## src/spw_pkg.sv

```systemverilog
/*
 * spw_pkg: shared constants of the signed audio pwm output.
 * Assumes a 200 MHz system clock and a 32-bit APB register bus.
 */
package spw_pkg;

    // -------------------------------------------------------------------
    // clock and frame timing
    // -------------------------------------------------------------------
    localparam int unsigned CLK_HZ        = 200_000_000;
    localparam int unsigned FRAME_RATE_HZ = 32_000;
    // rounded down: the frame must not run slower than the fixed rate
    localparam int unsigned FRAME_CYCLES  = CLK_HZ / FRAME_RATE_HZ;
    localparam int unsigned CNT_W         = 13;

    // -------------------------------------------------------------------
    // register indexes; byte address is four times the index
    // -------------------------------------------------------------------
    localparam logic [7:0] IDX_STATUS    = 8'h00;
    localparam logic [7:0] IDX_EXTRA_LOW = 8'h08;
    localparam logic [7:0] IDX_CTRL      = 8'h09;
    localparam logic [7:0] IDX_LOW       = 8'h0a;
    localparam logic [7:0] IDX_HIGH      = 8'h0b;
    localparam logic [7:0] IDX_CONFIG    = 8'h0c;
    localparam int unsigned ADDR_W       = 10;

    // -------------------------------------------------------------------
    // field positions
    // -------------------------------------------------------------------
    localparam int unsigned STATUS_FLAG_BIT = 2;
    localparam int unsigned CTRL_EN_BIT     = 0;
    localparam int unsigned CTRL_IRQEN_BIT  = 1;
    localparam int unsigned CFG_TEN_BIT     = 0;
    localparam int unsigned CFG_TWELVE_BIT  = 1;

    // -------------------------------------------------------------------
    // reset values
    // -------------------------------------------------------------------
    localparam logic [3:0] NIBBLE_RST = 4'h0;
    localparam logic [1:0] CTRL_RST   = 2'h0;
    localparam logic [1:0] CFG_RST    = 2'h0;
    localparam logic       FLAG_RST   = 1'b0;

    // -------------------------------------------------------------------
    // sample magnitude width (largest mode, 12 bits signed)
    // -------------------------------------------------------------------
    localparam int unsigned MAG_W = 11;

    typedef enum logic [2:0] {
        RES_8  = 3'b001,
        RES_10 = 3'b010,
        RES_12 = 3'b100
    } spw_res_e;

endpackage

```

## src/spw_frame_timer.sv

```systemverilog
/*
 * spw_frame_timer: free count of clocks within one pwm frame.
 * Assumes run stays low while the generator is off, so a new
 * enable always starts a fresh frame at count zero.
 */
`timescale 1ns/1ps
module spw_frame_timer #(
    parameter int unsigned FRAME_CYCLES = spw_pkg::FRAME_CYCLES
) (
    input  wire logic                       clk,
    input  wire logic                       rst,
    input  wire logic                       run,
    output logic [spw_pkg::CNT_W-1:0]       count,
    output logic                            frame_end
);

    localparam logic [spw_pkg::CNT_W-1:0] LAST = spw_pkg::CNT_W'(FRAME_CYCLES - 1);

    logic [spw_pkg::CNT_W-1:0] count_q;

    always_ff @(posedge clk) begin
        if (rst || !run || count_q == LAST) begin
            count_q <= '0;
        end else begin
            count_q <= count_q + 1'b1;
        end
    end

    assign count     = count_q;
    assign frame_end = run && (count_q == LAST);

endmodule // spw_frame_timer

```

## src/spw_pulse_out.sv

```systemverilog
/*
 * spw_pulse_out: drives the differential pin pair from the active sample.
 * Assumes count restarts at zero at each frame start; pins are
 * registered so they lag the count by one clock.
 */
`timescale 1ns/1ps
module spw_pulse_out (
    input  wire logic                       clk,
    input  wire logic                       rst,
    input  wire logic                       enable,
    input  wire logic                       halt,
    input  wire logic                       sign,
    input  wire logic [spw_pkg::MAG_W-1:0]  mag,
    input  wire logic [spw_pkg::CNT_W-1:0]  count,
    output logic                            pos_out,
    output logic                            pos_oe,
    output logic                            neg_out,
    output logic                            neg_oe
);

    logic pulse;

    assign pulse = enable && ({2'b00, mag} > count);

    always_ff @(posedge clk) begin
        if (rst) begin
            pos_out <= 1'b0;
            neg_out <= 1'b0;
            pos_oe  <= 1'b1;
            neg_oe  <= 1'b1;
        end else begin
            pos_out <= pulse && !sign && !halt;
            neg_out <= pulse && sign && !halt;
            pos_oe  <= !halt;
            neg_oe  <= !halt;
        end
    end

endmodule // spw_pulse_out

```

## src/spw_audio_pwm.sv

```systemverilog
/*
 * spw_audio_pwm: signed audio pwm generator
 * with an APB register file.
 * Assumes an APB master on the same clock
 * and a HALT_MODE level from the core on the same clock;
 * neither passes a synchroniser.
 * Pins lag the frame count by one clock.
 */
// Operation
// - interrupt request after each emitted frame
// - top sample bit is the sign
// - frame rate fixed at 32 kHz
// - 8-bit: nibbles form sign plus 7-bit length
// - frame end sets the frame done flag
// - frame end loads buffer into active sample
// - unchanged data replays previous sample
// - enable bit; disabled pins driven low
// - halt clears the enable bit
// - halt floats both output pins
// - 10-bit sample uses extra bits 3:2
// - 10-bit magnitude spans 0 to 511
// - 12-bit sample uses all extra bits
// - 12-bit magnitude spans 0 to 2047
// - option chooses 10 or 8 bits
// - twelve-bit option takes precedence
// - global enable gates the request
`timescale 1ns/1ps
module spw_audio_pwm #(
    parameter int unsigned FRAME_CYCLES = spw_pkg::FRAME_CYCLES
) (
    input  wire logic                       CLK,
    input  wire logic                       RST,
    input  wire logic                       PSEL,
    input  wire logic                       PENABLE,
    input  wire logic                       PWRITE,
    input  wire logic [spw_pkg::ADDR_W-1:0] PADDR,
    input  wire logic [31:0]                PWDATA,
    output logic [31:0]                     PRDATA,
    output logic                            PREADY,
    output logic                            PSLVERR,
    input  wire logic                       HALT_MODE,
    output logic                            FRAME_IRQ,
    output logic                            POSITIVE_OUT_PIN,
    output logic                            POSITIVE_OUT_PIN_OE,
    output logic                            NEGATIVE_OUT_PIN,
    output logic                            NEGATIVE_OUT_PIN_OE
);

    // -------------------------------------------------------------------
    // declarations
    // -------------------------------------------------------------------
    logic [3:0]                sample_low_nibble_q;
    logic [3:0]                sample_high_nibble_q;
    logic [3:0]                sample_extra_low_nibble_q;
    logic                      generator_enable_q;
    logic                      global_irq_enable_q;
    logic                      ten_or_eight_bit_select_q;
    logic                      twelve_bit_select_q;
    logic                      frame_done_flag_q;
    logic                      irq_q;
    logic                      enable_d1_q;
    logic                      active_sign_q;
    logic [spw_pkg::MAG_W-1:0] active_mag_q;
    logic                      pready_q;
    logic                      pslverr_q;
    logic [31:0]               prdata_q;

    logic                      access;
    logic                      commit;
    logic                      wr_commit;
    logic [7:0]                idx;
    logic                      idx_hit;
    logic                      addr_ok;
    logic [31:0]               rd_mux;
    logic                      wr_status;
    logic                      wr_extra;
    logic                      wr_ctrl;
    logic                      wr_low;
    logic                      wr_high;
    logic                      wr_cfg;
    logic                      enable_rise;
    logic                      timer_run;
    logic                      frame_end;
    logic                      load_active;
    logic [spw_pkg::CNT_W-1:0] frame_count;
    spw_pkg::spw_res_e         res_sel;
    logic                      buf_sign;
    logic [spw_pkg::MAG_W-1:0] buf_mag;

    // -------------------------------------------------------------------
    // APB decode
    // -------------------------------------------------------------------
    // one wait state: pready is registered, so each access lasts two cycles
    assign access    = PSEL && PENABLE && !pready_q;
    assign commit    = PSEL && PENABLE && pready_q;
    assign wr_commit = commit && PWRITE && addr_ok;

    assign idx     = PADDR[9:2];
    // only word-aligned addresses decode
    assign idx_hit = (PADDR[1:0] == 2'b00);
    assign addr_ok = idx_hit &&
                     (idx == spw_pkg::IDX_STATUS || idx == spw_pkg::IDX_EXTRA_LOW ||
                      idx == spw_pkg::IDX_CTRL || idx == spw_pkg::IDX_LOW ||
                      idx == spw_pkg::IDX_HIGH || idx == spw_pkg::IDX_CONFIG);

    assign wr_status = wr_commit && (idx == spw_pkg::IDX_STATUS);
    assign wr_extra  = wr_commit && (idx == spw_pkg::IDX_EXTRA_LOW);
    assign wr_ctrl   = wr_commit && (idx == spw_pkg::IDX_CTRL);
    assign wr_low    = wr_commit && (idx == spw_pkg::IDX_LOW);
    assign wr_high   = wr_commit && (idx == spw_pkg::IDX_HIGH);
    assign wr_cfg    = wr_commit && (idx == spw_pkg::IDX_CONFIG);

    always_comb begin
        rd_mux = 32'h0000_0000;
        if (idx_hit) begin
            // sample nibbles are write-only and read as zero
            if (idx == spw_pkg::IDX_STATUS) begin
                rd_mux[spw_pkg::STATUS_FLAG_BIT] = frame_done_flag_q;
            end
            if (idx == spw_pkg::IDX_CTRL) begin
                rd_mux[spw_pkg::CTRL_EN_BIT]    = generator_enable_q;
                rd_mux[spw_pkg::CTRL_IRQEN_BIT] = global_irq_enable_q;
            end
            if (idx == spw_pkg::IDX_CONFIG) begin
                rd_mux[spw_pkg::CFG_TEN_BIT]    = ten_or_eight_bit_select_q;
                rd_mux[spw_pkg::CFG_TWELVE_BIT] = twelve_bit_select_q;
            end
        end
    end

    always_ff @(posedge CLK) begin
        if (RST) begin
            pready_q  <= 1'b0;
            pslverr_q <= 1'b0;
            prdata_q  <= 32'h0000_0000;
        end else begin
            pready_q  <= access;
            pslverr_q <= access && !addr_ok;
            if (access && !PWRITE) begin
                prdata_q <= rd_mux;
            end
        end
    end

    // -------------------------------------------------------------------
    // sample buffer nibbles
    // -------------------------------------------------------------------
    // software fills early
    always_ff @(posedge CLK) begin
        if (RST) begin
            sample_low_nibble_q       <= spw_pkg::NIBBLE_RST;
            sample_high_nibble_q      <= spw_pkg::NIBBLE_RST;
            sample_extra_low_nibble_q <= spw_pkg::NIBBLE_RST;
        end else begin
            if (wr_low) begin
                sample_low_nibble_q <= PWDATA[3:0];
            end
            if (wr_high) begin
                sample_high_nibble_q <= PWDATA[3:0];
            end
            if (wr_extra) begin
                sample_extra_low_nibble_q <= PWDATA[3:0];
            end
        end
    end

    // -------------------------------------------------------------------
    // control and resolution options
    // -------------------------------------------------------------------
    always_ff @(posedge CLK) begin
        if (RST) begin
            generator_enable_q  <= spw_pkg::CTRL_RST[spw_pkg::CTRL_EN_BIT];
            global_irq_enable_q <= spw_pkg::CTRL_RST[spw_pkg::CTRL_IRQEN_BIT];
        end else begin
            if (wr_ctrl) begin
                global_irq_enable_q <= PWDATA[spw_pkg::CTRL_IRQEN_BIT];
            end
            if (HALT_MODE) begin
                generator_enable_q <= 1'b0;
            end else if (wr_ctrl) begin
                generator_enable_q <= PWDATA[spw_pkg::CTRL_EN_BIT];
            end
        end
    end

    always_ff @(posedge CLK) begin
        if (RST) begin
            ten_or_eight_bit_select_q <= spw_pkg::CFG_RST[spw_pkg::CFG_TEN_BIT];
            twelve_bit_select_q       <= spw_pkg::CFG_RST[spw_pkg::CFG_TWELVE_BIT];
        end else if (wr_cfg) begin
            ten_or_eight_bit_select_q <= PWDATA[spw_pkg::CFG_TEN_BIT];
            twelve_bit_select_q       <= PWDATA[spw_pkg::CFG_TWELVE_BIT];
        end
    end

    // -------------------------------------------------------------------
    // sample assembly
    // -------------------------------------------------------------------
    // twelve wins
    always_comb begin
        if (twelve_bit_select_q) begin
            res_sel = spw_pkg::RES_12;
        end else if (ten_or_eight_bit_select_q) begin
            res_sel = spw_pkg::RES_10;
        end else begin
            res_sel = spw_pkg::RES_8;
        end
    end

    assign buf_sign = sample_high_nibble_q[3];

    always_comb begin
        buf_mag = '0;
        unique case (res_sel)
            spw_pkg::RES_12: begin
                buf_mag = {sample_high_nibble_q[2:0], sample_low_nibble_q,
                           sample_extra_low_nibble_q};
            end
            spw_pkg::RES_10: begin
                buf_mag = {2'b00, sample_high_nibble_q[2:0], sample_low_nibble_q,
                           sample_extra_low_nibble_q[3:2]};
            end
            spw_pkg::RES_8: begin
                buf_mag = {4'h0, sample_high_nibble_q[2:0], sample_low_nibble_q};
            end
            default: begin
                buf_mag = '0;
            end
        endcase
    end

    // -------------------------------------------------------------------
    // frame timing
    // -------------------------------------------------------------------
    spw_frame_timer #(
        .FRAME_CYCLES (FRAME_CYCLES)
    ) u_timer (
        .clk       (CLK),
        .rst       (RST),
        .run       (timer_run),
        .count     (frame_count),
        .frame_end (frame_end)
    );

    always_ff @(posedge CLK) begin
        if (RST) begin
            enable_d1_q <= 1'b0;
        end else begin
            enable_d1_q <= generator_enable_q;
        end
    end

    // a fresh enable loads at once so the first frame is not stale
    assign enable_rise = generator_enable_q && !enable_d1_q;
    assign load_active = enable_rise || frame_end;

    // timer waits out the load cycle: first pulse full length
    assign timer_run   = generator_enable_q && !enable_rise;

    // -------------------------------------------------------------------
    // active sample (double buffer)
    // -------------------------------------------------------------------
    always_ff @(posedge CLK) begin
        if (RST) begin
            active_sign_q <= 1'b0;
            active_mag_q  <= '0;
        end else if (load_active) begin
            active_sign_q <= buf_sign;
            active_mag_q  <= buf_mag;
        end
    end

    // -------------------------------------------------------------------
    // frame done flag and request
    // -------------------------------------------------------------------
    always_ff @(posedge CLK) begin
        if (RST) begin
            frame_done_flag_q <= spw_pkg::FLAG_RST;
        end else if (frame_end) begin
            frame_done_flag_q <= 1'b1;
        end else if (wr_status && !PWDATA[spw_pkg::STATUS_FLAG_BIT]) begin
            frame_done_flag_q <= 1'b0;
        end
    end

    // irq follows the flag; a same-cycle clear loses
    always_ff @(posedge CLK) begin
        if (RST) begin
            irq_q <= 1'b0;
        end else begin
            irq_q <= (frame_done_flag_q || frame_end) && global_irq_enable_q &&
                     !(wr_status && !PWDATA[spw_pkg::STATUS_FLAG_BIT] && !frame_end);
        end
    end

    // -------------------------------------------------------------------
    // pin drivers
    // -------------------------------------------------------------------
    // low while disabled
    spw_pulse_out u_pins (
        .clk     (CLK),
        .rst     (RST),
        .enable  (timer_run),
        .halt    (HALT_MODE),
        .sign    (active_sign_q),
        .mag     (active_mag_q),
        .count   (frame_count),
        .pos_out (POSITIVE_OUT_PIN),
        .pos_oe  (POSITIVE_OUT_PIN_OE),
        .neg_out (NEGATIVE_OUT_PIN),
        .neg_oe  (NEGATIVE_OUT_PIN_OE)
    );

    // -------------------------------------------------------------------
    // outputs
    // -------------------------------------------------------------------
    assign PRDATA    = prdata_q;
    assign PREADY    = pready_q;
    assign PSLVERR   = pslverr_q;
    assign FRAME_IRQ = irq_q;

endmodule // spw_audio_pwm

```

## config.mk

```make
export PLATFORM = sky130hd
export DESIGN_NAME = spw_audio_pwm
export DESIGN_NICKNAME = d
export VERILOG_FILES = /design/src/spw_pkg.sv /design/src/spw_frame_timer.sv /design/src/spw_pulse_out.sv /design/src/spw_audio_pwm.sv
export SDC_FILE = /design/constraint.sdc
export NUM_CORES = 1
export LEC_CHECK = 0
export BUFFER_PORTS_ARGS = -buffer_cell sky130_fd_sc_hd__buf_4
export CORE_AREA = 10 10 115 117
export DETAILED_ROUTE_END_ITERATION = 10
export DIE_AREA = 0 0 125 127
export SYNTH_ARGS = -nofsm -noshare
export SYNTH_HDL_FRONTEND = slang
export SYNTH_HIERARCHICAL = 1
export SYNTH_SLANG_ARGS = --single-unit
```

## constraint.sdc

```tcl
create_clock -name CLK -period 4.4 [get_ports CLK]
set_clock_uncertainty 0.2 [all_clocks]
set_input_delay 0.44 -clock CLK [delete_from_list [all_inputs] [get_ports CLK]]
set_output_delay 0.44 -clock CLK [all_outputs]
set_load 0.05 [all_outputs]
```

# After elaboration in Yosys (flattened, before gate mapping)
# Index checks and enable logic that the tools add are counted.
# Widths: inputs -> output; s select.
# classes
mul	0
div_mod_pow	0
muxes	9
n_eq_ne	9
n_reduce_logical	50
n_bitwise	0
order_cmp	1
shift	0
add_sub_neg	1
# op_table
op	n
$eq 8x4->1 const B	5
$pmux 11 s3	1
$logic_and 1x1->1	26
$add 13x1->13 const B	1
$eq 13x13->1 const B	1
$gt 11x13->1	1
$logic_not 1->1	11
$logic_or 1x1->1	9
$logic_not 8->1	1
$mux 2	3
$mux 3	2
$eq 3x1->1 const B	1
$eq 3x2->1 const B	1
$eq 3x3->1 const B	1
$mux 1	3
$logic_not 2->1	1
$reduce_bool 2->1	1
$reduce_or 2->1	1
# word_totals
wordCells	89
mem_count	0
latchBits	0
output_inout_bits	39
regBits	52
ram_bits	0
mem_bits_ro	0

# Depth between registers and ports, before layout
# depth
word_depth	13
ltp_mapped	8
depth_no_buf	7

# Modules after synthesis
# Netlist, hierarchy kept.
# modules_own_cells
module	seq_area_each_um2	cells_each	area_each_um2	instances
spw_audio_pwm	720.7	208	1844.3	1
spw_frame_timer	260.2	71	646.9	1
spw_pulse_out	60.1	51	415.4	1

# Least setup slack after synthesis
# No wires, ideal clock.
# synth_timing
path_type	flip-flop to flip-flop
startpoint	register u_timer.count_q (netlist bit u_timer/count[2])
endpoint	register active_mag_q[0] (netlist bit)
slack_ns	2.267
n_path_buf	2
period_less_slack_ns	2.133
setup_time_ns	0.128
t_arrival_ns	1.806
path_stages_with_launch	8
path_cell_list	dfxtp_1 buf_6 or4b_4 nor4_1 a21oi_1 buf_2 mux2i_1 nor2_1
# synth_via
elab_chain_len	3
# synth_rtl
element	line_no	source
from (decl)	spw_frame_timer.sv:19	logic [spw_pkg::CNT_W-1:0] count_q;
from (signal assigned)	spw_frame_timer.sv:25	count_q <= count_q + 1'b1;
$eq 13x13->1	spw_frame_timer.sv:30	assign frame_end = run && (count_q == LAST);
$logic_and 1x1->1	spw_frame_timer.sv:30	
net frame_end	spw_audio_pwm.sv:83	logic frame_end;
$logic_or 1x1->1	spw_audio_pwm.sv:255	assign load_active = enable_rise || frame_end;
to (signal assigned)	spw_audio_pwm.sv:269	active_mag_q <= buf_mag;
to (decl)	spw_audio_pwm.sv:63	logic [spw_pkg::MAG_W-1:0] active_mag_q;
# The timed path passes the listed nets, and every way through them passes these cells.
# A chain may end at the register's enable or synchronous reset.

# Worst setup path after layout
# layout_timing
startpoint	register u_timer.count_q (netlist bit u_timer/count[3])
endpoint	register active_mag_q[10] (netlist bit)
# The elaborated chain is that of the path after synthesis.

==> impl_results.md <==
- CP cell instances: or4b_4, nor4_1, a21oi_1, buf_4, nand3b_1, a21oi_1
- CP endpoint kind: flop
- Antenna violations before repair: 0
- Vias/cell: ~4.5
- FP Rows: 39
- Crit path launch type: flop
- Multi-input logic area: 1620 um2
- Most frequent cell after synthesis: dfxtp_1
- Clock transition at path regs: 70 ps
- Leading area contributor after synthesis: dfxtp_1
- Register cell area after layout: approximately 1000 um2
- Largest net degree at the start of global routing: 39
- Htree depth: 2
- Synth cell types: a little under 50
- RSZ-0062 raised after global routing: false
- CTS root buf: clkbuf_16
- Total grt overflow: 0
- Static leakage: 1.29 nW
- Die X: between 100 and 150 um
- Antenna cells: 0
- Final ANT Viol Nets: 0
- Number of max-slew violations in the final report: 0
- Yosys warns: 6
- Crit path kind: reg -> reg
- DRT iter0 DRCs: 141
- Worst hold path type: in -> reg
- Hold Vio Cnt, Final: 0
- # fillers: about 1,200
- Core area: about 11,000 um2
- # setup viols final: 0
- Hold slack: about 140 ps
- First-pass DRT Iterations: 4
- Most common flop cell mapped by yosys: dfxtp_1
- Commonest cells in the netlist: dfxtp_1 (52), nor2_1 (35), mux2i_1 (33), buf_4 (31), nand2_1 (21)
- CTS tree: yes
- Detailed Route WL: roughly 6.2 mm
- Num CTS Buffers: 5
- RePlAce Congestion: roughly 0.8
- Post-DP HPWL: roughly 4.8 mm
- Min cycle time layout: approximately 2400 ps
- Most frequent CP cell: a21oi_1
- Max Cap Viol: 0
- Sequential area share after synthesis: 35.8%
- Cell area after technology mapping: between 2000 and 3000 um2
- Vias: 2,256
- First-pass GRT wire length: 10.3 mm
- Achievable Freq: slightly above 0.4 GHz
- Cts repair resizes: 0
- Relative slew slack: between 50% and 60%
- Worst path slowest cell: or4b_4
- Vias in the first global route: about 2,200
- WP data required: 4430 ps
- Die area: 15,900 um2
- Share of cells above drive strength 1: 11.9%
- Number of synthesized register bits: 52
- Die Ht: 127 um
- Gate Count Post-Synth: 330
- Area Growth Syn to Fin: 13.3%
- Peak VDD IR: ~0.00018 V
- Fraction of registers with async set or reset after synthesis: 0%
- Least-Margin Pin Slew: between 600 and 700 ps
- Total track usage: about 7.5%
- Nets: roughly 410
- Clk_lat worst skew: between 200 and 300 ps
- R2R cell count: 6
- Initial Util: 26.1%
- Period Utilization, post-route: between 50% and 60%
- Pwr dens: roughly 310 nW/um2
- Worst EP arrival: 2460 ps
- Worst-path maximum fanout: 14
- Synth top area share: 35.8%
- Drt wl/cell: between 10 and 15 um
- I/O pins: 87
- DRC: 0
- Post-CTS Setup Bufs: 0
- Largest cells by area after synthesis: dfxtp_1 (36%), mux2i_1 (11%), buf_4 (8.0%), ha_1 (5.6%), nor2_1 (4.5%)
- Hold-critical path depth: 2
- Syn_area_per_cell: 8.81 um2
- Number of synthesized flops with an enable pin: 0
- Aggregate negative setup slack: 0 ps
- CTS sink count: 52
- CP peak stage delay: 520 ps
- CTS Buffer Depth: 2
- IO buf count: 29
- Outcome: finished, final reports clean
- CTS Hold Buffers Added: 0
[power by group]
group / internal, mW / total [mW] / switching, mW
combinational: 0.0182 / 0.0989 / 0.0807
sequential: 0.472 / 0.472 / 0.000699
clock: 0.271 / 0.447 / 0.176
total: 0.761 / 1.02 / 0.257
[metrics by stage]
step           instance area (um2)  power [mW]  instances  utilization, %  setup slack (ps)
5_1_grt                       3290        1.05        497            29.6              1810
4_1_cts                       3290        1.03        497            29.6              1910
3_5_place_dp                  3120       0.581        489            28.1              1930
2_1_floorplan                 3010       0.576        358               -              2270
3_3_place_gp                  3120       0.580        489            28.1              1940
6_report                      3290        1.02        497            29.6              1970
[path summary, 6_finish.rpt]
path | slack, ps | from | endpoint
worst max-delay path | 1970 | u_timer/count[3] | active_mag_q[10]
worst min-delay path | 140 | HALT_MODE | generator_enable_q
worst max register to register | 1970 | u_timer/count[3] | active_mag_q[10]
worst min register to register | 260 | active_mag_q[9] | active_mag_q[9]
[cell families after synthesis]
logic type      synth area share (%)
mux                             11.4
simple gates                    23.1
xor+xnor                       0.904
buf+inv                         12.2
compound gates                  10.9
flops                           35.8
other cells                    0.129
fa+ha+maj                       5.60
[state kept, by name (all words and copies together) (netlist names), 3 cells and up]
register / flops
PRDATA: 3
sample_high_nibble_q: 4
sample_extra_low_nibble_q: 4
active_mag_q: 11
u_timer/count: 13
sample_low_nibble_q: 4
[final cells by class]
type / count / area share (%)
multi-input combinational: 247 / 49.1
sequential: 52 / 31.6
timing repair buffer: 30 / 6.84
tap: 143 / 5.44
clock buffer: 6 / 3.91
inverter: 17 / 1.94
clock inverter: 2 / 1.18
[worst max-delay path, delay by kind of cell (launching register included)]
family,cells,cell delay [ps]
compound gates,2,250
buf+inv,1,240
flops,1,460
simple gates,3,1230
[placed cells by master (no fill, tap or decap), types with 2 or more instances in the layout]
cell	count
a211oi_1	4
a21oi_1	17
a22oi_1	2
and2_1	4
and4_1	2
buf_4	30
clkbuf_16	5
conb_1	29
dfxtp_1	52
ha_1	13
inv_1	17
mux2i_1	33
nand2_1	21
nand3_1	7
nand3b_1	2
nand4_1	9
nand4bb_1	2
nor2_1	35
nor2b_1	6
nor3_1	4
nor4b_1	2
nor4bb_1	2
o21a_1	3
o21ai_0	13
o31ai_1	5
or3_1	6
or4_1	5
xor2_1	2
[layer usage]
metal	global-route usage (%)	share of wire, %	routed length, um	vias up
li1	-	-	-	1150
met1	8.98	44	2700	1040
met2	12.6	49	3010	59
met3	1.61	6.1	379	7
met4	3.52	1.7	106	0
met5	0	0	0	-
Power figures use the tool's default switching activity.
